--- src/pkg/abx_pkg.sv ---
// Shared types and constants of the arithmetic, multiply and branch execution block
package abx_pkg;
  // Status register bit positions
  localparam int SREG_C = 0;
  localparam int SREG_Z = 1;
  localparam int SREG_N = 2;
  localparam int SREG_V = 3;
  localparam int SREG_S = 4;
  localparam int SREG_H = 5;
  localparam int SREG_T = 6;
  localparam int SREG_I = 7;
  // Reset values and fixed constants
  localparam logic [7:0] SREG_RESET = 8'h00;
  localparam logic [15:0] PC_RESET = 16'h0000;
  localparam logic [7:0] BYTE_ONES = 8'hFF;
  localparam logic [7:0] BYTE_ZERO = 8'h00;
  localparam logic [5:0] WORD_IMM_MASK = 6'h3F;
  // Flags touched by each class of operation, as masks over the status register
  localparam logic [7:0] MASK_ARITH = 8'h2F;
  localparam logic [7:0] MASK_LOGIC = 8'h0E;
  localparam logic [7:0] MASK_WORD = 8'h1F;
  localparam logic [7:0] MASK_MUL = 8'h03;
  // Cycle counts per operation class
  localparam logic [2:0] CYC_BYTE = 3'h1;
  localparam logic [2:0] CYC_WORD = 3'h2;
  localparam logic [2:0] CYC_MUL = 3'h2;
  localparam logic [2:0] CYC_REL_JUMP = 3'h2;
  localparam logic [2:0] CYC_PTR_JUMP = 3'h2;
  localparam logic [2:0] CYC_DIR_JUMP = 3'h3;
  localparam logic [2:0] CYC_REL_CALL = 3'h3;
  localparam logic [2:0] CYC_PTR_CALL = 3'h3;
  localparam logic [2:0] CYC_DIR_CALL = 3'h4;
  localparam logic [2:0] CYC_RETURN = 3'h4;
  localparam logic [2:0] CYC_SKIP_SHORT = 3'h2;
  localparam logic [2:0] CYC_SKIP_LONG = 3'h3;
  // Program counter advances in words
  localparam logic [15:0] PC_STEP_ONE = 16'h0001;
  localparam logic [15:0] PC_STEP_TWO = 16'h0002;
  localparam logic [15:0] PC_STEP_THREE = 16'h0003;

  typedef enum logic [4:0] {
    ABX_OP_NONE, ABX_OP_REG_SUM, ABX_OP_REG_CARRY_SUM, ABX_OP_REG_DIFF,
    ABX_OP_CONSTANT_DIFFERENCE, ABX_OP_CONSTANT_BORROW_DIFFERENCE,
    ABX_OP_REGISTER_BORROW_DIFFERENCE, ABX_OP_REG_CONJ, ABX_OP_CONSTANT_CONJUNCTION,
    ABX_OP_REG_DISJ, ABX_OP_CONSTANT_DISJUNCTION, ABX_OP_ZERO_MINUS_CHECK,
    ABX_OP_MASK_BIT_CLEAR, ABX_OP_MASK_BIT_SET, ABX_OP_WORD_IMMEDIATE_SUM,
    ABX_OP_WORD_IMMEDIATE_DIFFERENCE, ABX_OP_UNSIGNED_PRODUCT, ABX_OP_SIGNED_PRODUCT,
    ABX_OP_MIXED_SIGN_PRODUCT, ABX_OP_FRAC_UNSIGNED_PRODUCT, ABX_OP_FRAC_SIGNED_PRODUCT,
    ABX_OP_FRACTIONAL_MIXED_PRODUCT, ABX_OP_RELATIVE_JUMP, ABX_OP_POINTER_JUMP,
    ABX_OP_DIRECT_JUMP, ABX_OP_RELATIVE_SUBROUTINE_CALL, ABX_OP_POINTER_SUBROUTINE_CALL,
    ABX_OP_DIRECT_CALL, ABX_OP_SUBROUTINE_RETURN, ABX_OP_INTERRUPT_RETURN,
    ABX_OP_EQUAL_COMPARE_SKIP
  } abx_op_t;

  typedef enum logic [1:0] {ABX_FN_ARITH = 2'h0, ABX_FN_AND = 2'h1, ABX_FN_OR = 2'h2} abx_fn_t;
  typedef enum logic [1:0] {ABX_ST_READY = 2'h0, ABX_ST_HOLD = 2'h1} abx_fsm_t;

  typedef struct packed {
    abx_op_t op;
    logic [7:0] rd;
    logic [7:0] rr;
    logic [7:0] imm;
    logic [15:0] pair;
    logic [15:0] zptr;
    logic [11:0] offset;
    logic [15:0] target;
    logic [15:0] stack_top;
    logic next_long;
  } abx_req_t;

  typedef struct packed {logic h; logic v; logic n; logic z; logic c;} abx_flags_t;
  typedef struct packed {logic write; logic wide; logic product; logic [15:0] data;} abx_res_t;
  typedef struct packed {logic push; logic pop; logic [15:0] addr;} abx_stack_t;
  typedef struct packed {logic [7:0] sreg; logic [15:0] pc; abx_res_t res; abx_stack_t stack;} abx_commit_t;
  typedef struct packed {
    abx_fsm_t fsm;
    logic [2:0] cnt;
    logic ready;
    abx_commit_t pend;
    abx_commit_t out;
  } abx_state_t;
endpackage

--- src/logic/abx_byte_alu.sv ---
// Byte adder, subtractor and logic unit with its status flags
`timescale 1ns/1ps
module abx_byte_alu #(
  parameter int WIDTH = 8
) (
  input wire logic [WIDTH-1:0] a,
  input wire logic [WIDTH-1:0] b,
  input wire logic cin,
  input wire logic sub,
  input wire abx_pkg::abx_fn_t fn,
  output logic [WIDTH-1:0] res,
  output abx_pkg::abx_flags_t flags
);
  logic [WIDTH:0] sum;
  logic a3, b3, r3, a7, b7, r7;

  // Half carry needs a bit three
  if (WIDTH < 4)
  begin : g_width_check
    $error("abx_byte_alu needs WIDTH of at least 4");
  end

  // Borrow appears as the top bit of the extended difference
  always_comb
  begin
    sum = sub ? ({1'b0, a} - {1'b0, b} - {{WIDTH{1'b0}}, cin})
              : ({1'b0, a} + {1'b0, b} + {{WIDTH{1'b0}}, cin});
    case (fn)
      abx_pkg::ABX_FN_AND: res = a & b;
      abx_pkg::ABX_FN_OR: res = a | b;
      default: res = sum[WIDTH-1:0];
    endcase
    a3 = a[3];
    b3 = b[3];
    r3 = res[3];
    a7 = a[WIDTH-1];
    b7 = b[WIDTH-1];
    r7 = res[WIDTH-1];
    flags.c = (fn == abx_pkg::ABX_FN_ARITH) & sum[WIDTH];
    flags.h = sub ? ((~a3 & b3) | (b3 & r3) | (r3 & ~a3)) : ((a3 & b3) | (b3 & ~r3) | (~r3 & a3));
    // Logic results always clear overflow
    flags.v = (fn != abx_pkg::ABX_FN_ARITH) ? 1'b0
            : (sub ? ((a7 & ~b7 & ~r7) | (~a7 & b7 & r7)) : ((a7 & b7 & ~r7) | (~a7 & ~b7 & r7)));
    flags.n = r7;
    flags.z = (res == '0);
  end
endmodule // abx_byte_alu

--- src/logic/abx_exec_core.sv ---
// Execution core for byte, word and multiply arithmetic plus jumps, calls and skips
`timescale 1ns/1ps
module abx_exec_core (
  input wire logic SYS_CLK,
  input wire logic RST_N,
  input wire logic OP_VALID,
  input wire abx_pkg::abx_req_t OP_REQ,
  output logic OP_READY,
  output abx_pkg::abx_res_t RES,
  output logic [15:0] PC,
  output logic [7:0] SREG,
  output abx_pkg::abx_stack_t STACK
);
  abx_pkg::abx_state_t st;
  abx_pkg::abx_state_t next_st;
  abx_pkg::abx_commit_t cand;
  logic [2:0] cyc;
  logic accept;
  logic [7:0] alu_b;
  logic alu_cin;
  logic alu_sub;
  abx_pkg::abx_fn_t alu_fn;
  logic [7:0] alu_res;
  abx_pkg::abx_flags_t alu_flags;
  logic mul_sa;
  logic mul_sb;
  logic mul_frac;
  logic [15:0] mul_prod;
  logic mul_c;
  logic mul_z;
  logic [15:0] word_res;
  logic word_sub;
  logic word_v;
  logic word_c;
  logic [7:0] new_flags;
  logic [7:0] flag_mask;
  logic [15:0] pc_next;
  logic [15:0] rel_target;

  assign accept = OP_VALID && st.ready;
  assign pc_next = st.out.pc + abx_pkg::PC_STEP_ONE;
  assign rel_target = pc_next + {{4{OP_REQ.offset[11]}}, OP_REQ.offset};

  abx_byte_alu #(
    .WIDTH(8)
  ) u_alu (
    .a(OP_REQ.rd),
    .b(alu_b),
    .cin(alu_cin),
    .sub(alu_sub),
    .fn(alu_fn),
    .res(alu_res),
    .flags(alu_flags)
  );

  abx_mult #(
    .WIDTH(8)
  ) u_mult (
    .a(OP_REQ.rd),
    .b(OP_REQ.rr),
    .a_signed(mul_sa),
    .b_signed(mul_sb),
    .frac(mul_frac),
    .prod(mul_prod),
    .carry(mul_c),
    .zero(mul_z)
  );

  // Word pair arithmetic; only six bits of the constant take part
  always_comb
  begin
    word_sub = (OP_REQ.op == abx_pkg::ABX_OP_WORD_IMMEDIATE_DIFFERENCE);
    word_res = word_sub ? OP_REQ.pair - {10'h000, OP_REQ.imm[5:0] & abx_pkg::WORD_IMM_MASK}
                        : OP_REQ.pair + {10'h000, OP_REQ.imm[5:0] & abx_pkg::WORD_IMM_MASK};
    word_v = word_sub ? (OP_REQ.pair[15] & ~word_res[15]) : (~OP_REQ.pair[15] & word_res[15]);
    word_c = word_sub ? (word_res[15] & ~OP_REQ.pair[15]) : (~word_res[15] & OP_REQ.pair[15]);
  end

  // Operand steering for the byte unit and the multiplier
  always_comb
  begin
    alu_b = OP_REQ.rr;
    alu_cin = 1'b0;
    alu_sub = 1'b0;
    alu_fn = abx_pkg::ABX_FN_ARITH;
    mul_sa = 1'b0;
    mul_sb = 1'b0;
    mul_frac = 1'b0;
    case (OP_REQ.op)
      abx_pkg::ABX_OP_REG_CARRY_SUM: alu_cin = st.out.sreg[abx_pkg::SREG_C];
      abx_pkg::ABX_OP_REG_DIFF: alu_sub = 1'b1;
      abx_pkg::ABX_OP_CONSTANT_DIFFERENCE:
      begin
        alu_sub = 1'b1;
        alu_b = OP_REQ.imm;
      end
      abx_pkg::ABX_OP_CONSTANT_BORROW_DIFFERENCE:
      begin
        alu_sub = 1'b1;
        alu_b = OP_REQ.imm;
        alu_cin = st.out.sreg[abx_pkg::SREG_C];
      end
      abx_pkg::ABX_OP_REGISTER_BORROW_DIFFERENCE:
      begin
        alu_sub = 1'b1;
        alu_cin = st.out.sreg[abx_pkg::SREG_C];
      end
      abx_pkg::ABX_OP_REG_CONJ: alu_fn = abx_pkg::ABX_FN_AND;
      abx_pkg::ABX_OP_CONSTANT_CONJUNCTION:
      begin
        alu_fn = abx_pkg::ABX_FN_AND;
        alu_b = OP_REQ.imm;
      end
      abx_pkg::ABX_OP_REG_DISJ: alu_fn = abx_pkg::ABX_FN_OR;
      abx_pkg::ABX_OP_CONSTANT_DISJUNCTION:
      begin
        alu_fn = abx_pkg::ABX_FN_OR;
        alu_b = OP_REQ.imm;
      end
      abx_pkg::ABX_OP_ZERO_MINUS_CHECK:
      begin
        alu_fn = abx_pkg::ABX_FN_AND;
        alu_b = OP_REQ.rd;
      end
      abx_pkg::ABX_OP_MASK_BIT_CLEAR:
      begin
        alu_fn = abx_pkg::ABX_FN_AND;
        alu_b = abx_pkg::BYTE_ONES - OP_REQ.imm;
      end
      abx_pkg::ABX_OP_MASK_BIT_SET:
      begin
        alu_fn = abx_pkg::ABX_FN_OR;
        alu_b = OP_REQ.imm;
      end
      abx_pkg::ABX_OP_SIGNED_PRODUCT:
      begin
        mul_sa = 1'b1;
        mul_sb = 1'b1;
      end
      abx_pkg::ABX_OP_MIXED_SIGN_PRODUCT: mul_sa = 1'b1;
      abx_pkg::ABX_OP_FRAC_UNSIGNED_PRODUCT: mul_frac = 1'b1;
      abx_pkg::ABX_OP_FRAC_SIGNED_PRODUCT:
      begin
        mul_sa = 1'b1;
        mul_sb = 1'b1;
        mul_frac = 1'b1;
      end
      abx_pkg::ABX_OP_FRACTIONAL_MIXED_PRODUCT:
      begin
        mul_sa = 1'b1;
        mul_frac = 1'b1;
      end
      default: alu_b = OP_REQ.rr;
    endcase
  end

  // What each operation commits, and after how many cycles
  always_comb
  begin
    cand = '{sreg: st.out.sreg, pc: pc_next, res: '0, stack: '0};
    cyc = abx_pkg::CYC_BYTE;
    new_flags = {2'b00, alu_flags.h, 1'b0, alu_flags.v, alu_flags.n, alu_flags.z, alu_flags.c};
    flag_mask = 8'h00;
    case (OP_REQ.op)
      abx_pkg::ABX_OP_REG_SUM, abx_pkg::ABX_OP_REG_CARRY_SUM, abx_pkg::ABX_OP_REG_DIFF,
      abx_pkg::ABX_OP_CONSTANT_DIFFERENCE, abx_pkg::ABX_OP_CONSTANT_BORROW_DIFFERENCE,
      abx_pkg::ABX_OP_REGISTER_BORROW_DIFFERENCE:
      begin
        cand.res = '{write: 1'b1, wide: 1'b0, product: 1'b0, data: {abx_pkg::BYTE_ZERO, alu_res}};
        flag_mask = abx_pkg::MASK_ARITH;
      end
      abx_pkg::ABX_OP_REG_CONJ, abx_pkg::ABX_OP_CONSTANT_CONJUNCTION, abx_pkg::ABX_OP_REG_DISJ,
      abx_pkg::ABX_OP_CONSTANT_DISJUNCTION, abx_pkg::ABX_OP_ZERO_MINUS_CHECK,
      abx_pkg::ABX_OP_MASK_BIT_CLEAR, abx_pkg::ABX_OP_MASK_BIT_SET:
      begin
        cand.res = '{write: 1'b1, wide: 1'b0, product: 1'b0, data: {abx_pkg::BYTE_ZERO, alu_res}};
        flag_mask = abx_pkg::MASK_LOGIC;
      end
      abx_pkg::ABX_OP_WORD_IMMEDIATE_SUM, abx_pkg::ABX_OP_WORD_IMMEDIATE_DIFFERENCE:
      begin
        cyc = abx_pkg::CYC_WORD;
        cand.res = '{write: 1'b1, wide: 1'b1, product: 1'b0, data: word_res};
        new_flags = {3'b000, word_res[15] ^ word_v, word_v, word_res[15], (word_res == 16'h0000),
                     word_c};
        flag_mask = abx_pkg::MASK_WORD;
      end
      abx_pkg::ABX_OP_UNSIGNED_PRODUCT, abx_pkg::ABX_OP_SIGNED_PRODUCT,
      abx_pkg::ABX_OP_MIXED_SIGN_PRODUCT, abx_pkg::ABX_OP_FRAC_UNSIGNED_PRODUCT,
      abx_pkg::ABX_OP_FRAC_SIGNED_PRODUCT, abx_pkg::ABX_OP_FRACTIONAL_MIXED_PRODUCT:
      begin
        cyc = abx_pkg::CYC_MUL;
        cand.res = '{write: 1'b1, wide: 1'b1, product: 1'b1, data: mul_prod};
        new_flags = {6'h00, mul_z, mul_c};
        flag_mask = abx_pkg::MASK_MUL;
      end
      abx_pkg::ABX_OP_RELATIVE_JUMP:
      begin
        cyc = abx_pkg::CYC_REL_JUMP;
        cand.pc = rel_target;
      end
      abx_pkg::ABX_OP_POINTER_JUMP:
      begin
        cyc = abx_pkg::CYC_PTR_JUMP;
        cand.pc = OP_REQ.zptr;
      end
      abx_pkg::ABX_OP_DIRECT_JUMP:
      begin
        cyc = abx_pkg::CYC_DIR_JUMP;
        cand.pc = OP_REQ.target;
      end
      abx_pkg::ABX_OP_RELATIVE_SUBROUTINE_CALL:
      begin
        cyc = abx_pkg::CYC_REL_CALL;
        cand.pc = rel_target;
        cand.stack = '{push: 1'b1, pop: 1'b0, addr: pc_next};
      end
      abx_pkg::ABX_OP_POINTER_SUBROUTINE_CALL:
      begin
        cyc = abx_pkg::CYC_PTR_CALL;
        cand.pc = OP_REQ.zptr;
        cand.stack = '{push: 1'b1, pop: 1'b0, addr: pc_next};
      end
      // Direct call occupies two words, so it returns past both
      abx_pkg::ABX_OP_DIRECT_CALL:
      begin
        cyc = abx_pkg::CYC_DIR_CALL;
        cand.pc = OP_REQ.target;
        cand.stack = '{push: 1'b1, pop: 1'b0, addr: st.out.pc + abx_pkg::PC_STEP_TWO};
      end
      abx_pkg::ABX_OP_SUBROUTINE_RETURN, abx_pkg::ABX_OP_INTERRUPT_RETURN:
      begin
        cyc = abx_pkg::CYC_RETURN;
        cand.pc = OP_REQ.stack_top;
        cand.stack = '{push: 1'b0, pop: 1'b1, addr: OP_REQ.stack_top};
        new_flags = 8'h80;
        flag_mask = (OP_REQ.op == abx_pkg::ABX_OP_INTERRUPT_RETURN) ? 8'h80 : 8'h00;
      end
      abx_pkg::ABX_OP_EQUAL_COMPARE_SKIP:
        if (OP_REQ.rd == OP_REQ.rr)
        begin
          cyc = OP_REQ.next_long ? abx_pkg::CYC_SKIP_LONG : abx_pkg::CYC_SKIP_SHORT;
          cand.pc = st.out.pc + (OP_REQ.next_long ? abx_pkg::PC_STEP_THREE : abx_pkg::PC_STEP_TWO);
        end
      default: cyc = abx_pkg::CYC_BYTE;
    endcase
    cand.sreg = (st.out.sreg & ~flag_mask) | (new_flags & flag_mask);
  end

  // Sequencer: one-cycle work commits at acceptance, longer work waits out its count
  always_comb
  begin
    next_st = st;
    next_st.out.res.write = 1'b0;
    next_st.out.res.wide = 1'b0;
    next_st.out.res.product = 1'b0;
    next_st.out.stack.push = 1'b0;
    next_st.out.stack.pop = 1'b0;
    case (st.fsm)
      abx_pkg::ABX_ST_READY:
        if (accept)
        begin
          if (cyc == abx_pkg::CYC_BYTE)
          begin
            next_st.out = cand;
          end
          else
          begin
            next_st.pend = cand;
            next_st.cnt = cyc - 3'h1;
            next_st.ready = 1'b0;
            next_st.fsm = abx_pkg::ABX_ST_HOLD;
          end
        end
      abx_pkg::ABX_ST_HOLD:
        if (st.cnt == 3'h1)
        begin
          next_st.out = st.pend;
          next_st.ready = 1'b1;
          next_st.fsm = abx_pkg::ABX_ST_READY;
        end
        else
        begin
          next_st.cnt = st.cnt - 3'h1;
        end
      default:
      begin
        next_st.ready = 1'b1;
        next_st.fsm = abx_pkg::ABX_ST_READY;
      end
    endcase
  end

  // State register; reset clears the whole state, pending slot included, then loads ready, flags and PC
  always_ff @(posedge SYS_CLK)
  begin
    if (!RST_N)
    begin
      st <= '0;
      st.fsm <= abx_pkg::ABX_ST_READY;
      st.ready <= 1'b1;
      st.out.sreg <= abx_pkg::SREG_RESET;
      st.out.pc <= abx_pkg::PC_RESET;
    end
    else
    begin
      st <= next_st;
    end
  end

  assign OP_READY = st.ready;
  assign RES = st.out.res;
  assign PC = st.out.pc;
  assign SREG = st.out.sreg;
  assign STACK = st.out.stack;

  // Operands captured for the checks below
  logic [7:0] a_rd_q;
  logic [7:0] a_rr_q;
  logic [7:0] a_imm_q;
  logic a_c_q;
  logic [15:0] a_z_q;
  always_ff @(posedge SYS_CLK)
  begin
    a_rd_q <= OP_REQ.rd;
    a_rr_q <= OP_REQ.rr;
    a_imm_q <= OP_REQ.imm;
    a_c_q <= SREG[abx_pkg::SREG_C];
    a_z_q <= OP_REQ.zptr;
  end
endmodule // abx_exec_core

--- src/logic/abx_mult.sv ---
// Multiplier with per-operand signedness and fractional shift
`timescale 1ns/1ps
module abx_mult #(
  parameter int WIDTH = 8
) (
  input wire logic [WIDTH-1:0] a,
  input wire logic [WIDTH-1:0] b,
  input wire logic a_signed,
  input wire logic b_signed,
  input wire logic frac,
  output logic [2*WIDTH-1:0] prod,
  output logic carry,
  output logic zero
);
  logic signed [WIDTH:0] a_x;
  logic signed [WIDTH:0] b_x;
  logic signed [2*WIDTH+1:0] full;
  logic [2*WIDTH-1:0] raw;

  if (WIDTH < 2)
  begin : g_width_check
    $error("abx_mult needs WIDTH of at least 2");
  end

  // One extension bit lets one signed multiplier serve all three signedness mixes
  assign a_x = {a_signed & a[WIDTH-1], a};
  assign b_x = {b_signed & b[WIDTH-1], b};
  assign full = a_x * b_x;
  assign raw = full[2*WIDTH-1:0];
  // Carry is taken before the fractional shift drops the top bit
  assign prod = frac ? {raw[2*WIDTH-2:0], 1'b0} : raw;
  assign carry = raw[2*WIDTH-1];
  assign zero = (prod == '0);
endmodule // abx_mult

--- config.mk ---
export PLATFORM = sky130hd
export DESIGN_NAME = abx_exec_core
export DESIGN_NICKNAME = d
export VERILOG_FILES = /design/src/pkg/abx_pkg.sv /design/src/logic/abx_byte_alu.sv /design/src/logic/abx_exec_core.sv /design/src/logic/abx_mult.sv
export SDC_FILE = /design/constraint.sdc
export NUM_CORES = 1
export LEC_CHECK = 0
export BUFFER_PORTS_ARGS = -buffer_cell sky130_fd_sc_hd__buf_2
export CAP_MARGIN = 20
export CORE_AREA = 2 2 252 130
export CTS_BUF_LIST = sky130_fd_sc_hd__clkbuf_2 sky130_fd_sc_hd__clkbuf_4 sky130_fd_sc_hd__clkbuf_8
export DETAILED_ROUTE_END_ITERATION = 8
export DIE_AREA = 0 0 254 132
export HOLD_SLACK_MARGIN = 0.03
export SYNTH_ARGS = -nofsm -noshare
export SYNTH_HDL_FRONTEND = slang
export SYNTH_SLANG_ARGS = --single-unit
--- constraint.sdc ---
create_clock -name SYS_CLK -period 12.7 [get_ports SYS_CLK]
set_input_delay 3.81 -clock SYS_CLK [delete_from_list [all_inputs] [get_ports SYS_CLK]]
set_output_delay 3.81 -clock SYS_CLK [all_outputs]
set_load 0.1 [all_outputs]
==> results of run 1 <==
metal layers:
metal | routed length [um] | track usage | part of all wire
met2 | 18900 | 0.386 | 0.37
met3 | 6780 | 0.119 | 0.13
met1 | 24800 | 0.471 | 0.49
met4 | 479 | 0.0441 | 0.0094
met5 | 0 | 0 | 0
cells in the mapped netlist (10+ instances only):
cell type and instances:
sky130_fd_sc_hd__nor4_1 13, sky130_fd_sc_hd__dfxtp_1 127, sky130_fd_sc_hd__xor2_1 32, sky130_fd_sc_hd__buf_2 19, sky130_fd_sc_hd__o211ai_1 14, sky130_fd_sc_hd__nand4_1 13, sky130_fd_sc_hd__o21a_1 29, sky130_fd_sc_hd__xnor2_1 48
sky130_fd_sc_hd__inv_1 154, sky130_fd_sc_hd__ha_1 117, sky130_fd_sc_hd__nor3_1 38, sky130_fd_sc_hd__a222oi_1 10, sky130_fd_sc_hd__o21ai_0 65, sky130_fd_sc_hd__a21oi_1 119, sky130_fd_sc_hd__nor2_1 197, sky130_fd_sc_hd__and2_1 49
sky130_fd_sc_hd__nand2_1 172, sky130_fd_sc_hd__nor2b_1 12, sky130_fd_sc_hd__buf_4 61, sky130_fd_sc_hd__a21o_1 12, sky130_fd_sc_hd__mux2i_1 16, sky130_fd_sc_hd__or3_1 15, sky130_fd_sc_hd__fa_1 69, sky130_fd_sc_hd__o22ai_1 20
sky130_fd_sc_hd__a221oi_1 38, sky130_fd_sc_hd__a22oi_1 43, sky130_fd_sc_hd__a211oi_1 40, sky130_fd_sc_hd__clkbuf_1 81, sky130_fd_sc_hd__a31oi_1 11, sky130_fd_sc_hd__nand3_1 33, sky130_fd_sc_hd__nand2b_1 16, sky130_fd_sc_hd__and3_1 15
how the worst min path moves through the flow:
| stage | endpoint | slack, ns | cells past startpoint |
|---|---|---|---|
| global route | SREG[6] | 0.48 | 2 |
| finish | st[104] | 0.46 | 2 |
| detailed placement | SREG[6] | 0.44 | 2 |
| global placement | SREG[6] | 0.44 | 2 |
| CTS | st[104] | 0.46 | 2 |
| floorplan | st[77] | 0.43 | 2 |
per-stage QoR:
stage / instances / cell area, um2
6_report: 2314 / 15100
3_5_place_dp: 2279 / 14600
5_1_grt: 2313 / 15100
2_1_floorplan: 1828 / 13900
4_1_cts: 2311 / 15100
3_3_place_gp: 2279 / 14600
final cells by class:
class | instances | area, um2 | area share
multi-input combinational | 1376 | 9930 | 0.659
sequential | 127 | 2540 | 0.169
timing repair buffer | 190 | 1000 | 0.0664
inverter | 155 | 583 | 0.0387
tap | 432 | 541 | 0.0359
clock buffer | 19 | 262 | 0.0174
clock inverter | 13 | 200 | 0.0133
antenna | 2 | 5.00 | 0.000332
power by group:
part	total [W]	internal [W]	switching, W
combinational	0.000910	0.000322	0.000588
sequential	0.000447	0.000426	0.0000210
clock	0.000416	0.000230	0.000186
total	0.00177	0.000978	0.000795
state kept, by name (all words and copies together), names as in the netlist:
register / cells
PC: 16
st: 65
STACK: 18
OP_READY: 1
SREG: 8
RES: 19
logic make-up (layout without fill, tap and decap cells):
| kind of cell | Yosys count | after routing | synth area share |
|---|---|---|---|
| adders and majority gates | 186 | 186 | 0.204 |
| xor gates and xnor gates | 81 | 81 | 0.0519 |
| and+or+nand+nor | 608 | 608 | 0.205 |
| muxes | 17 | 17 | 0.0123 |
| DFF | 127 | 127 | 0.182 |
| buffers and inverters | 325 | 377 | 0.107 |
| AOI/OAI and AO/OA | 484 | 484 | 0.237 |
| other | 0 | 2 | 0 |
tightest hold or removal path, cell delays in order (launching register included):
cell	delay, ns
sky130_fd_sc_hd__dfxtp_1	0.31
sky130_fd_sc_hd__nand2_1	0.05
sky130_fd_sc_hd__a21oi_1	0.05
==> summary by stage, run 1 <==
Run status
The run finished with clean final reports.

Critical path
The maximum fanout along the worst path is 27. The type of destination of the critical path is a flop. The worst flop-to-flop path startpoint is PC[2]. By startpoint and endpoint, the worst setup path is classified as primary input to flop.

The required time of the critical path is between 10 and 15 ns. Traced cell by cell, the critical path runs through buf_2 > or3_4 > and3_1 > nand2_1 > fa_1 > fa_1 > inv_1 > fa_1 > fa_1 > inv_1 > fa_1 > inv_1 > ha_1 > o21a_1 > o31a_1 > o211a_1 > o21ai_0 > nand2_1 > xor2_1 > a2111oi_0 > o32ai_1 > a21oi_1. The depth of the critical timing path with buffers and inverters included is 22. By instance count, the cell type seen most on the critical path is sky130_fd_sc_hd__fa_1. The data arrival time of the critical path is just over 10 ns. The cell type group with the largest total delay on the critical path is adder cells.

Counting cells, the worst reg-to-reg path comes to 14. The endpoint of the most critical register-to-register path is PC[15]. Across all register-to-register paths, the minimum setup slack is just over 8 ns.

The number of buffers and inverters on the critical path is 4. The cell at the slowest stage of the critical path is sky130_fd_sc_hd__a2111oi_0. The largest stage delay on the critical path is between 0.8 and 0.9 ns. The kind of start point of the critical path is a primary input.

The termination of the worst setup path is st[115]. In this run the worst setup path begins at OP_REQ[103].

Place
At the placement stage, the worst setup path has a slack of 2.39 ns. The count of buffers added on input and output ports is between 150 and 200. Routability-driven placement finished with a final weighted congestion of 1.00.

Detailed placement ended at an HPWL of 40.6 mm.

Clock network
The number of levels in the clock H-tree is 4. The post-cts resize count is 0. The number of hold buffers added after cts is 0. The cell at the root of the clock tree is sky130_fd_sc_hd__clkbuf_8.

The number of buffers added by the clock tree synthesis step is 17. The CTS clock-pin slew for the worst setup and hold paths is 0.08 ns. For the worst-skew pair, the clock arrives at the later sink with an insertion delay of approximately 0.47 ns. The clock passes through at most 2 buffers.

The CTS tree is done. The number of clock sinks is between 100 and 150. Post-CTS timing repair inserted 0 buffers for setup.

Floorplanning
The count of pins on the block boundary is between 150 and 200. The row count is 46. The starting utilization of the core area is 0.447. After floorplanning, the core was sized to cover 0.0312 mm2. The die extent in x is about 250 um. From bottom edge to top edge, the die measures about 130 um. The die covers 0.0335 mm2.

Synthesis
Of the post-synthesis cell area, the dominant cell type holds 0.182. After synthesis, the cell types taking the most area are sky130_fd_sc_hd__dfxtp_1 18%, sky130_fd_sc_hd__ha_1 11%, sky130_fd_sc_hd__fa_1 9.9%. During synthesis, Yosys emitted a total of 0 warnings. The prevailing post-synth register cell is sky130_fd_sc_hd__dfxtp_1. The netlist area before placement is 0.0139 mm2. In this run, synthesis produced a sequential element count of 127. Counting distinct cell types in the post-synthesis netlist gives between 80 and 90.

Synthesis produced a netlist with a net count of around 2,100. For this run, the register share of the synthesized area comes to 0.182. In the synthesized netlist, the number of instances is 1,828.

The average cell area after synthesis is 7.62 um2. Of all cell types, the one taking the most synthesized area is sky130_fd_sc_hd__dfxtp_1. After synthesis, the share of flip-flops with an asynchronous set or reset is 0. The count of flip-flops with a built-in enable after synthesis is 0.

STA
The final max-slew violation count was 0. The post-route clock skew is about 0.015 ns. The hold violation total from the final report came to 0. The minimum period implied by the final worst setup slack is approximately 10 ns.

The final worst hold slack is 0.458 ns. Based on the critical path, the design can be clocked at up to between 0.1 and 0.15 GHz. Headroom to the max-slew limit came out at 0.260.

For the final routed database, the setup TNS stands at 0 ns. The final cycle utilization of the critical path is 0.782. Setup violations remaining at the end of the flow were counted as 0.

The slew at the pin closest to its max-slew limit is between 1 and 1.5 ns. The final worst-path setup slack is 2.77 ns. Setup repair after global routing left no endpoint under its margin.

Pwr
The total power divided by cell area is approximately 120 mW/mm2. The final total power is around 0.0018 W. The leakage component of the power is around 6.5 nW. Across the VDD grid, the largest voltage drop is 70.5 uV.

Hold path
The worst hold path begins at st[104]. The worst hold-check path type is flop to flop.

Run
The tool flagged a number of max-cap violations equal to 0.

Layout
In the final layout, the share of cells above drive strength 1 is 0.131. The final core utilization is 0.483. The top cell types in the final layout, fill and taps aside, are 195 x sky130_fd_sc_hd__nor2_1, 171 x sky130_fd_sc_hd__nand2_1, 170 x sky130_fd_sc_hd__buf_2. The commonest non-fill, non-tap cell in the layout is sky130_fd_sc_hd__nor2_1. Relative to the synthesized area, the layout overhead comes to 8.14%. At the end of the flow, the number of nets in the layout was about 2,200. After filler insertion, the fill cell instance count of the layout stands at approximately 3,200.

Routing
The number of optimization iterations in the first detailed-route pass is 6. After detailed routing, the average wire length per cell comes to between 20 and 25 um. The remaining routing DRC violations is 0. Summed over all layers, the routed wires come to just over 50 mm. The routed layout has roughly 14,000 vias.

The number of design-rule violations left by the first detailed-router iteration is about 1,700. Using the TritonRoute via totals, the vias-per-cell ratio works out to 5.94. The number of antenna-violating nets in the routed design is 0.

Global routing
The first global-routing pass estimated 77.8 mm of wire. The initial antenna violation count is 3. Entering global routing, the biggest net connects slightly below 80 pins.

Summed over all layers, the global routing overflow is 0. The via count of the first global-routing pass is between 10,000 and 15,000. The global-route usage over all layers is 0.303.
Note: power is estimated with default switching activity, not from simulation.
==> run 2, diff against run 1 <==
--- a/config.mk
+++ b/config.mk
@@ -5,12 +5,13 @@
 export SDC_FILE = /design/constraint.sdc
 export NUM_CORES = 1
 export LEC_CHECK = 0
+export ABC_AREA = 1
 export BUFFER_PORTS_ARGS = -buffer_cell sky130_fd_sc_hd__buf_2
 export CAP_MARGIN = 20
-export CORE_AREA = 2 2 252 130
+export CORE_AREA = 2 2 258 133
 export CTS_BUF_LIST = sky130_fd_sc_hd__clkbuf_2 sky130_fd_sc_hd__clkbuf_4 sky130_fd_sc_hd__clkbuf_8
 export DETAILED_ROUTE_END_ITERATION = 8
-export DIE_AREA = 0 0 254 132
+export DIE_AREA = 0 0 260 135
 export HOLD_SLACK_MARGIN = 0.03
 export SYNTH_ARGS = -nofsm -noshare
 export SYNTH_HDL_FRONTEND = slang
==> constraint.sdc (replaced) <==
create_clock -name SYS_CLK -period 9.4 [get_ports SYS_CLK]
set_input_delay 2.82 -clock SYS_CLK [delete_from_list [all_inputs] [get_ports SYS_CLK]]
set_output_delay 2.82 -clock SYS_CLK [all_outputs]
set_load 0.1 [all_outputs]
==> run 2 against run 1 <==
Against the previous run: critical path depth grew 11; setup slack lost 2.0 ns; first-iteration DRC count grew 2.6%; highest routed layer unchanged; sequential power grew 43%; register-to-register slack lost 3.6 ns; sequential share of layout area shrank 0.65 points; critical path type unchanged; cell count grew 20%; final area grew 4.0%; synthesized cell count grew 24%; die area grew 4.7%; clock skew grew 0.0053 ns; combinational power grew 58%.
==> summary by stage, run 2 <==
Run status
The flow ran to the end, and the final reports show no timing, DRC or antenna violations.

Synthesis
The number of distinct library cells after synthesis is 58 (-28%). The count of yosys warnings during synthesis is 0 (unchanged). The count of flip-flops with a built-in enable after synthesis was 0 (unchanged). The proportion of register bits with asynchronous set or reset after synthesis is 0 (unchanged).

The average cell area after synthesis is 6.44 um2 (-16%). The most common cell in the synthesized netlist is sky130_fd_sc_hd__nand2_1. By area the synthesized netlist is led by sky130_fd_sc_hd__dfxtp_1 17%, sky130_fd_sc_hd__nand2_1 15%, sky130_fd_sc_hd__ha_1 10%. The synthesized design spends more area on one cell type than any other, namely sky130_fd_sc_hd__dfxtp_1. The sequential element share of the synthesized area came to 0.174 (-0.00826). The number of nets produced by synthesis is 2,561 (+21%). The post-synthesis instance total is 2,266 (+24%).

The commonest cells after synthesis are 578 x sky130_fd_sc_hd__nand2_1, 348 x sky130_fd_sc_hd__inv_1, 182 x sky130_fd_sc_hd__nor2_1, 136 x sky130_fd_sc_hd__o21ai_0, 132 x sky130_fd_sc_hd__a21oi_1. The netlist area before placement was 0.0146 mm2 (+4.7%). In the synthesized netlist the dominant register cell turns out to be sky130_fd_sc_hd__dfxtp_1.

The number of flip-flops and latches in the synthesized netlist was 127 (unchanged). The portion of synthesized cell area occupied by the leading cell type is 0.174 (-0.00826).

Pwr
The largest voltage drop on the vdd net is 103 uV (+46%). The total power divided by cell area was 164 mW/mm2 (+39%). The final total power is 0.00257 W (+45%). The leakage component of the power came to 7.95 nW (+21%).

Critical path
The required time of the critical path is 9.79 ns (-3.30 ns). The data arrival time of the critical path is 9.01 ns (-1.32 ns). The maximum fanout along the worst path was 17 (-37%).

The depth of the worst register-to-register path came to 21 (+7). In this run the critical register-to-register path is launched from PC[2]. The most critical setup path has its endpoint at SREG[1]. The depth of the critical timing path with buffers and inverters included is 33 (+50%).

The endpoint of the most critical register-to-register path is PC[12]. The dominant cell type by count on the critical path is sky130_fd_sc_hd__nand2_1. The combined buffer and inverter count along the critical path is 7 (+3). Broken down by cell family, the worst path's largest delay share belongs to adder cells. The type of destination of the critical path is a flop.

The kind of start point of the critical path is a primary input. The worst setup path is of the primary input to flop kind. For this design, the slowest cell found on the critical path is sky130_fd_sc_hd__fa_1. The register-to-register setup slack is 4.71 ns (-3.56 ns).

The beginning of the critical path is OP_REQ[105]. The largest stage delay on the critical path was 0.54 ns (-0.29 ns).

Place
The detailed placement HPWL came to 42.5 mm (+4.8%). The count of buffers inserted at the top-level ports is 170 (unchanged). The final weighted congestion in routability-driven placement is 0.975 (-2.8%). The instance area at placement is 0.0153 mm2 (+4.6%). The number of instances in the placed design is 2,747 (+21%).

Floorplanning
The floorplan die height is 135 um (+2.3%). The core outline area was 0.0326 mm2 (+4.6%). The row count was 47 (+2.2%). The floorplan die area was 0.0351 mm2 (+4.7%). The die extent in x was 260 um (+2.4%). The count of pins on the block boundary is 171 (unchanged). The starting utilization of the core area was 0.447 (+0.000499).

STA
The post-route clock skew is 0.0207 ns (+0.00534 ns). The post-route setup TNS is 0 ns (unchanged). The slew at the pin closest to its max-slew limit is 1.06 ns (-0.0410 ns). The final max-slew violation count is 0 (unchanged).

The final worst hold slack is 0.467 ns (+0.00940 ns). The hold violation total from the final report is 0 (unchanged). Setup repair after global routing left no endpoint under its margin. The final setup violation count was 0 (unchanged). The final cycle utilization of the critical path is 0.917. The worst relative slew slack is 0.294 (+0.0341). The minimum period implied by the final worst setup slack is 8.62 ns.

The maximum frequency from static timing analysis is 0.116 GHz.

Layout
Leaving out fill and tap cells, the most frequent cells in the layout are 578 x sky130_fd_sc_hd__nand2_1, 347 x sky130_fd_sc_hd__inv_1, 181 x sky130_fd_sc_hd__nor2_1. The commonest non-fill, non-tap cell in the layout is sky130_fd_sc_hd__nand2_1. The multi-input logic area is 0.00985 mm2 (-0.82%). The final instance count without filler cells is 2,783 (+20%).

The flip-flop count of the largest register, all copies and words added is 65 (unchanged). The relative area change from synthesis to final layout is 7.38%. The footprint of the flip-flops and latches is 0.00254 mm2 (unchanged). More flip-flops sit in one register than any other, and that register is st. The cell area after layout is 0.0157 mm2 (+4.0%). The layout filler cell count is 3,441 (+7.9%). The number of nets in the layout was 2,621 (+21%). The share of post-route cells with drive strength above 1 is 0.117 (-0.0137).

Routing
The average vias per placed instance is 5.43 (-8.6%). The number of design-rule violations left by the first detailed-router iteration is 1,769 (+2.6%). The number of antenna-violating nets in the routed design was 0 (unchanged). The remaining routing DRC violations is 0 (unchanged). The final routed wire length divided by cell count came to 18.8 um (-15%). The final routed wirelength across all metal layers is 52.2 mm (+2.3%). The vias after detailed routing came to 15,100 (+9.9%). The number of optimization iterations in the first detailed-route pass is 6 (unchanged).

Clock network
The number of hold buffers added after cts is 0 (unchanged). The cell at the root of the clock tree is sky130_fd_sc_hd__clkbuf_8. The number of levels in the clock H-tree is 4 (unchanged).

The CTS clock-pin slew for the worst setup and hold paths is 0.08 ns (about the same). TritonCTS built the clock tree. The number of setup buffers added after CTS was 0 (unchanged). The number of clock sinks is 127 (unchanged). The number of buffers added by the clock tree synthesis step was 17 (unchanged). The post-cts resize count was 0 (unchanged).

The insertion delay of the later-clocked pin in the worst-skew pair is 0.46 ns (about the same). The maximum root-to-sink buffer count is 2 (unchanged).

Global routing
The initial antenna violation count is 2 (-1). The via count of the first global-routing pass is 13,806 (+7.4%). The total grt overflow was 0 (unchanged). The largest net degree at the start of global routing is 64 (-19%). The first-pass GRT wire length came to 79.7 mm (+2.3%). The global-route usage over all layers is 0.297 (-0.00574).

Hold path
The worst hold-check path type is flop to flop.

Run
The max-capacitance violation count is 0 (unchanged).
## run 2: layer usage
metal | vias to the layer above | global-route usage | wire length (um)
met2 | 693 | 0.371 | 18800
met3 | 24 | 0.130 | 7340
met5 | - | 0 | 0
met4 | 0 | 0.0322 | 259
met1 | 7009 | 0.462 | 25800
li1 | 7374 | - | -
## run 2: cell families (layout without fill, tap and decap cells)
group | Yosys count | in the layout | synth area share
AO/OA/AOI/OAI | 434 | 434 | 0.174
XOR/XNOR | 40 | 40 | 0.0245
adder cells (fa/ha/maj) | 186 | 186 | 0.195
buffers and inverters | 506 | 579 | 0.151
flip-flops | 127 | 127 | 0.174
other | 0 | 3 | 0
AND/OR/NAND/NOR | 973 | 973 | 0.281
## run 2: where the power goes
group,switching [W],leakage (nW),internal (W)
Combinational,0.00100,6.73,0.000439
Clock,0.000251,0.184,0.000242
Sequential,0.0000410,1.03,0.000596
Total,0.00129,7.95,0.00128
## run 2: worst min path at each step
stage / startpoint / end / slack (ns) / depth (start not counted)
6_report: STACK[12] / STACK[12] / 0.47 / 2
4_1_cts: st[77] / STACK[16] / 0.47 / 2
2_1_floorplan: st[77] / STACK[16] / 0.42 / 2
3_5_place_dp: st[77] / STACK[16] / 0.45 / 2
5_1_grt: st[81] / st[81] / 0.49 / 2
3_3_place_gp: st[77] / STACK[16] / 0.45 / 2
## run 2: cell type report
class | count | area share
multi-input cells | 1633 | 0.629
flip-flops and latches | 127 | 0.162
inverters | 366 | 0.0877
repair buffers | 181 | 0.0604
well taps | 441 | 0.0352
clock buffers | 18 | 0.0154
clock inverters | 14 | 0.00998
diodes | 3 | 0.000479
## run 2: stage by stage
| stage | setup WS (ns) | util |
|---|---|---|
| 2_1_floorplan | 1.29 | - |
| 3_3_place_gp | 0.484 | 0.468 |
| 3_5_place_dp | 0.420 | 0.468 |
| 4_1_cts | 0.900 | 0.480 |
| 5_1_grt | 0.252 | 0.480 |
| 6_report | 0.777 | 0.480 |
## run 2: tightest hold or removal path, cell delays in order (launching register included)
cell,delay (ns)
sky130_fd_sc_hd__dfxtp_1,0.31
sky130_fd_sc_hd__nand2_1,0.06
sky130_fd_sc_hd__a21oi_1,0.05
==> run 3, diff against run 2 <==
--- a/config.mk
+++ b/config.mk
@@ -5,13 +5,12 @@
 export SDC_FILE = /design/constraint.sdc
 export NUM_CORES = 1
 export LEC_CHECK = 0
-export ABC_AREA = 1
 export BUFFER_PORTS_ARGS = -buffer_cell sky130_fd_sc_hd__buf_2
 export CAP_MARGIN = 20
-export CORE_AREA = 2 2 258 133
+export CORE_AREA = 2 2 252 130
 export CTS_BUF_LIST = sky130_fd_sc_hd__clkbuf_2 sky130_fd_sc_hd__clkbuf_4 sky130_fd_sc_hd__clkbuf_8
 export DETAILED_ROUTE_END_ITERATION = 8
-export DIE_AREA = 0 0 260 135
+export DIE_AREA = 0 0 254 132
 export HOLD_SLACK_MARGIN = 0.03
 export SYNTH_ARGS = -nofsm -noshare
 export SYNTH_HDL_FRONTEND = slang
==> run 3 against run 2 <==
Against the previous run: clock power increased by 13%; wire length decreased by 2.7%; total power decreased by 6.6%; via count decreased by 8.1%; combinational power decreased by 14%; largest power group unchanged.
==> summary by stage, run 3 (synthesized netlist as in run 1, its figures left out) <==
Critical path
The kind of start point of the critical path is a primary input. The required time of the critical path was 9.81 ns (+0.02 ns). The data arrival time of the critical path is 9.16 ns (+0.15 ns).

The register-to-register setup slack came to 4.72 ns (about the same). The worst setup path is of the primary input to flop kind. The worst setup path is captured at a flop.

The maximum fanout along the worst path is 20 (+3). The worst flop-to-flop path startpoint is PC[3]. In this run the critical register-to-register path is captured at PC[15]. The depth of the worst register-to-register path is 14 (-33%).

Place
The count of buffers inserted at the top-level ports is 170 (unchanged). The number of instances in the placed design is 2,284 (-17%). The final weighted congestion in routability-driven placement is 0.991 (+1.6%). The detailed placement HPWL is 40.2 mm (-5.4%).

Run
The max-capacitance violation count is 0 (unchanged).

Hold path
The worst hold-check path type is flop to flop. The worst hold path terminates at st[105]. The startpoint identified for the worst hold timing path is st[105]. The cell depth of the worst hold path is 2 (unchanged).

Pwr
The part of the total power dissipated in combinational logic came to 0.517 (-0.043). The total power divided by cell area is 159 mW/mm2 (-3.1%). The clock network power share is 0.232 (+0.040).

The internal power is 0.00131 W (+2.2%). The largest voltage drop on the vdd net was 94.8 uV (-7.7%). The net switching component of the power is 0.00109 W (-15%). The net switching fraction of the power came to 0.455 (-0.0474). The sequential cell fraction of total power is 0.252 (+0.004). The leakage component of the power is 6.56 nW (-17%).

STA
The final cycle utilization of the critical path is 0.932 (+0.0144). The worst relative slew slack came to 0.201 (-0.0929). The hold violation total from the final report was 0 (unchanged). The final setup violation count is 0 (unchanged).

The post-route clock skew came to 0.0137 ns (-0.00694 ns). Setup repair after global routing left no endpoint under its margin. The maximum frequency from static timing analysis came to 0.114 GHz (-1.5%). The slew at the pin closest to its max-slew limit is 1.20 ns (+0.139 ns). The minimum period implied by the final worst setup slack is 8.76 ns (+0.135 ns). The final max-slew violation count came to 0 (unchanged). The post-route setup TNS is 0 ns (unchanged).

Global routing
The total grt overflow is 0 (unchanged). The global-route usage over all layers is 0.299 (+0.00265). The first-pass GRT wire length was 76.9 mm (-3.4%). The via count of the first global-routing pass is 12,697 (-8.0%). The initial antenna violation count is 3 (+1).

The largest net degree at the start of global routing was 97 (+52%).

Clock network
The number of buffers added by the clock tree synthesis step is 17 (unchanged). The maximum root-to-sink buffer count is 2 (unchanged). The CTS clock-pin slew for the worst setup and hold paths is 0.09 ns (about the same). The CTS tree is done.

The cell at the root of the clock tree is sky130_fd_sc_hd__clkbuf_8. The number of clock sinks was 127 (unchanged). The post-cts resize count is 0 (unchanged).

The number of levels in the clock H-tree is 4 (unchanged). The number of setup buffers added after CTS was 0 (unchanged). The number of hold buffers added after cts is 0 (unchanged). The insertion delay of the later-clocked pin in the worst-skew pair came to 0.48 ns (+0.02 ns).

Layout
The layout filler cell count is 3,198 (-7.1%). The flip-flop count of the largest register, all copies and words added is 65 (unchanged). The library cell used most frequently in the layout, excluding fill and tap cells, is sky130_fd_sc_hd__nor2_1. The final instance count without filler cells is 2,320 (-17%). The relative area change from synthesis to final layout is 8.37%. More flip-flops sit in one register than any other, and that register is st. Leaving out fill and tap cells, the most frequent cells in the layout are 195 x sky130_fd_sc_hd__nor2_1, 171 x sky130_fd_sc_hd__nand2_1, 170 x sky130_fd_sc_hd__buf_2.

The number of nets in the layout is 2,168 (-17%). The final core utilization is 0.484 (+0.00388). The share of post-route cells with drive strength above 1 is 0.134 (+0.0171).

Floorplanning
The floorplan die height is 132 um (-2.2%). The count of pins on the block boundary is 171 (unchanged). The floorplan die area is 0.0335 mm2 (-4.5%).

The row count came to 46 (-2.1%). The core outline area came to 0.0312 mm2 (-4.4%). The die extent in x came to 254 um (-2.3%). The starting utilization of the core area is 0.447 (-0.000499).

Routing
The final routed wirelength across all metal layers is 50.8 mm (-2.7%). The average vias per placed instance is 5.98 (+10%). The vias after detailed routing is 13,872 (-8.1%). The number of antenna-violating nets in the routed design is 0 (unchanged). The number of optimization iterations in the first detailed-route pass is 6 (unchanged). The remaining routing DRC violations was 0 (unchanged). The number of design-rule violations left by the first detailed-router iteration was 1,492 (-16%). The final routed wire length divided by cell count was 21.9 um (+17%).

Run status
The flow ran to the end, and the final reports show no timing, DRC or antenna violations.
[run 3: cell count changes in the layout (fill, tap and decap cells not counted), moves of 16 or more]
cell                       previous run  this run
sky130_fd_sc_hd__nand3_1            111        33
sky130_fd_sc_hd__and2_1               2        48
sky130_fd_sc_hd__inv_1              347       154
sky130_fd_sc_hd__mux2i_1              0        16
sky130_fd_sc_hd__o21ai_0            136        65
sky130_fd_sc_hd__a211oi_1             7        40
sky130_fd_sc_hd__a22oi_1              5        43
sky130_fd_sc_hd__xnor2_1             13        48
sky130_fd_sc_hd__o21a_1               3        29
sky130_fd_sc_hd__nand2_1            578       171
sky130_fd_sc_hd__a31oi_1             49        11
sky130_fd_sc_hd__a221oi_1             9        38
[run 3: final cells by class]
type / instances / area (um2) / share of cell area
Clock buffer: 17 / 234 / 0.0155
Sequential cell: 127 / 2540 / 0.168
Timing Repair Buffer: 196 / 1040 / 0.0691
Clock inverter: 14 / 205 / 0.0136
Multi-Input combinational cell: 1376 / 9940 / 0.659
Inverter: 155 / 583 / 0.0386
Antenna cell: 3 / 7.51 / 0.000497
Tap cell: 432 / 541 / 0.0358
[run 3: how the worst max path moves through the flow]
stage,startpoint,to,slack (ns)
finish,OP_REQ[102],st[115],0.64
global route,OP_REQ[102],st[115],0.34
CTS,OP_REQ[102],st[115],0.76
detailed placement,OP_REQ[102],st[115],0.27
global placement,OP_REQ[102],st[115],0.36
floorplan,OP_REQ[103],st[115],1.01
[run 3: routing by layer]
metal | routed length, um | track usage | up-vias
li1 | - | - | 6463
met1 | 25300 | 0.477 | 6697
met2 | 18800 | 0.377 | 676
met3 | 6330 | 0.108 | 36
met4 | 437 | 0.0425 | 0
met5 | 0 | 0 | -
[run 3: worst max-delay path, stage by stage]
cell,delay [ns]
sky130_fd_sc_hd__buf_2,0.21
sky130_fd_sc_hd__or3_4,0.40
sky130_fd_sc_hd__and3_1,0.24
sky130_fd_sc_hd__nand2_1,0.20
sky130_fd_sc_hd__fa_1,0.47
sky130_fd_sc_hd__fa_1,0.52
sky130_fd_sc_hd__inv_1,0.05
sky130_fd_sc_hd__fa_1,0.46
sky130_fd_sc_hd__fa_1,0.54
sky130_fd_sc_hd__inv_1,0.05
sky130_fd_sc_hd__fa_1,0.52
sky130_fd_sc_hd__inv_1,0.04
sky130_fd_sc_hd__ha_1,0.36
sky130_fd_sc_hd__o21a_1,0.21
sky130_fd_sc_hd__o31a_1,0.14
sky130_fd_sc_hd__o211a_1,0.24
sky130_fd_sc_hd__o21ai_0,0.35
sky130_fd_sc_hd__nand2_1,0.12
sky130_fd_sc_hd__xor2_1,0.17
sky130_fd_sc_hd__a2111oi_0,0.57
sky130_fd_sc_hd__buf_4,0.21
sky130_fd_sc_hd__o32ai_1,0.10
sky130_fd_sc_hd__a21oi_1,0.15
[run 3: metrics by stage]
| stage | setup WS, ns | total power [W] | cell area [um2] | hold slack (ns) |
|---|---|---|---|---|
| after global placement | 0.364 | 0.00181 | 14600 | 0.442 |
| after global routing | 0.342 | 0.00254 | 15100 | 0.478 |
| after floorplan | 1.01 | 0.00146 | 13900 | 0.432 |
| final | 0.642 | 0.00240 | 15100 | 0.459 |
| after detailed placement | 0.274 | 0.00180 | 14600 | 0.447 |
| after CTS | 0.757 | 0.00236 | 15100 | 0.458 |
[run 3: power by group through the flow]
stage	Clock, W	Sequential, W	Combinational [W]
after detailed placement	0	0.000615	0.00119
final	0.000556	0.000604	0.00124
after CTS	0.000558	0.000603	0.00120
after global routing	0.000581	0.000607	0.00136
after global placement	0	0.000614	0.00119
after floorplan	0	0.000607	0.000858
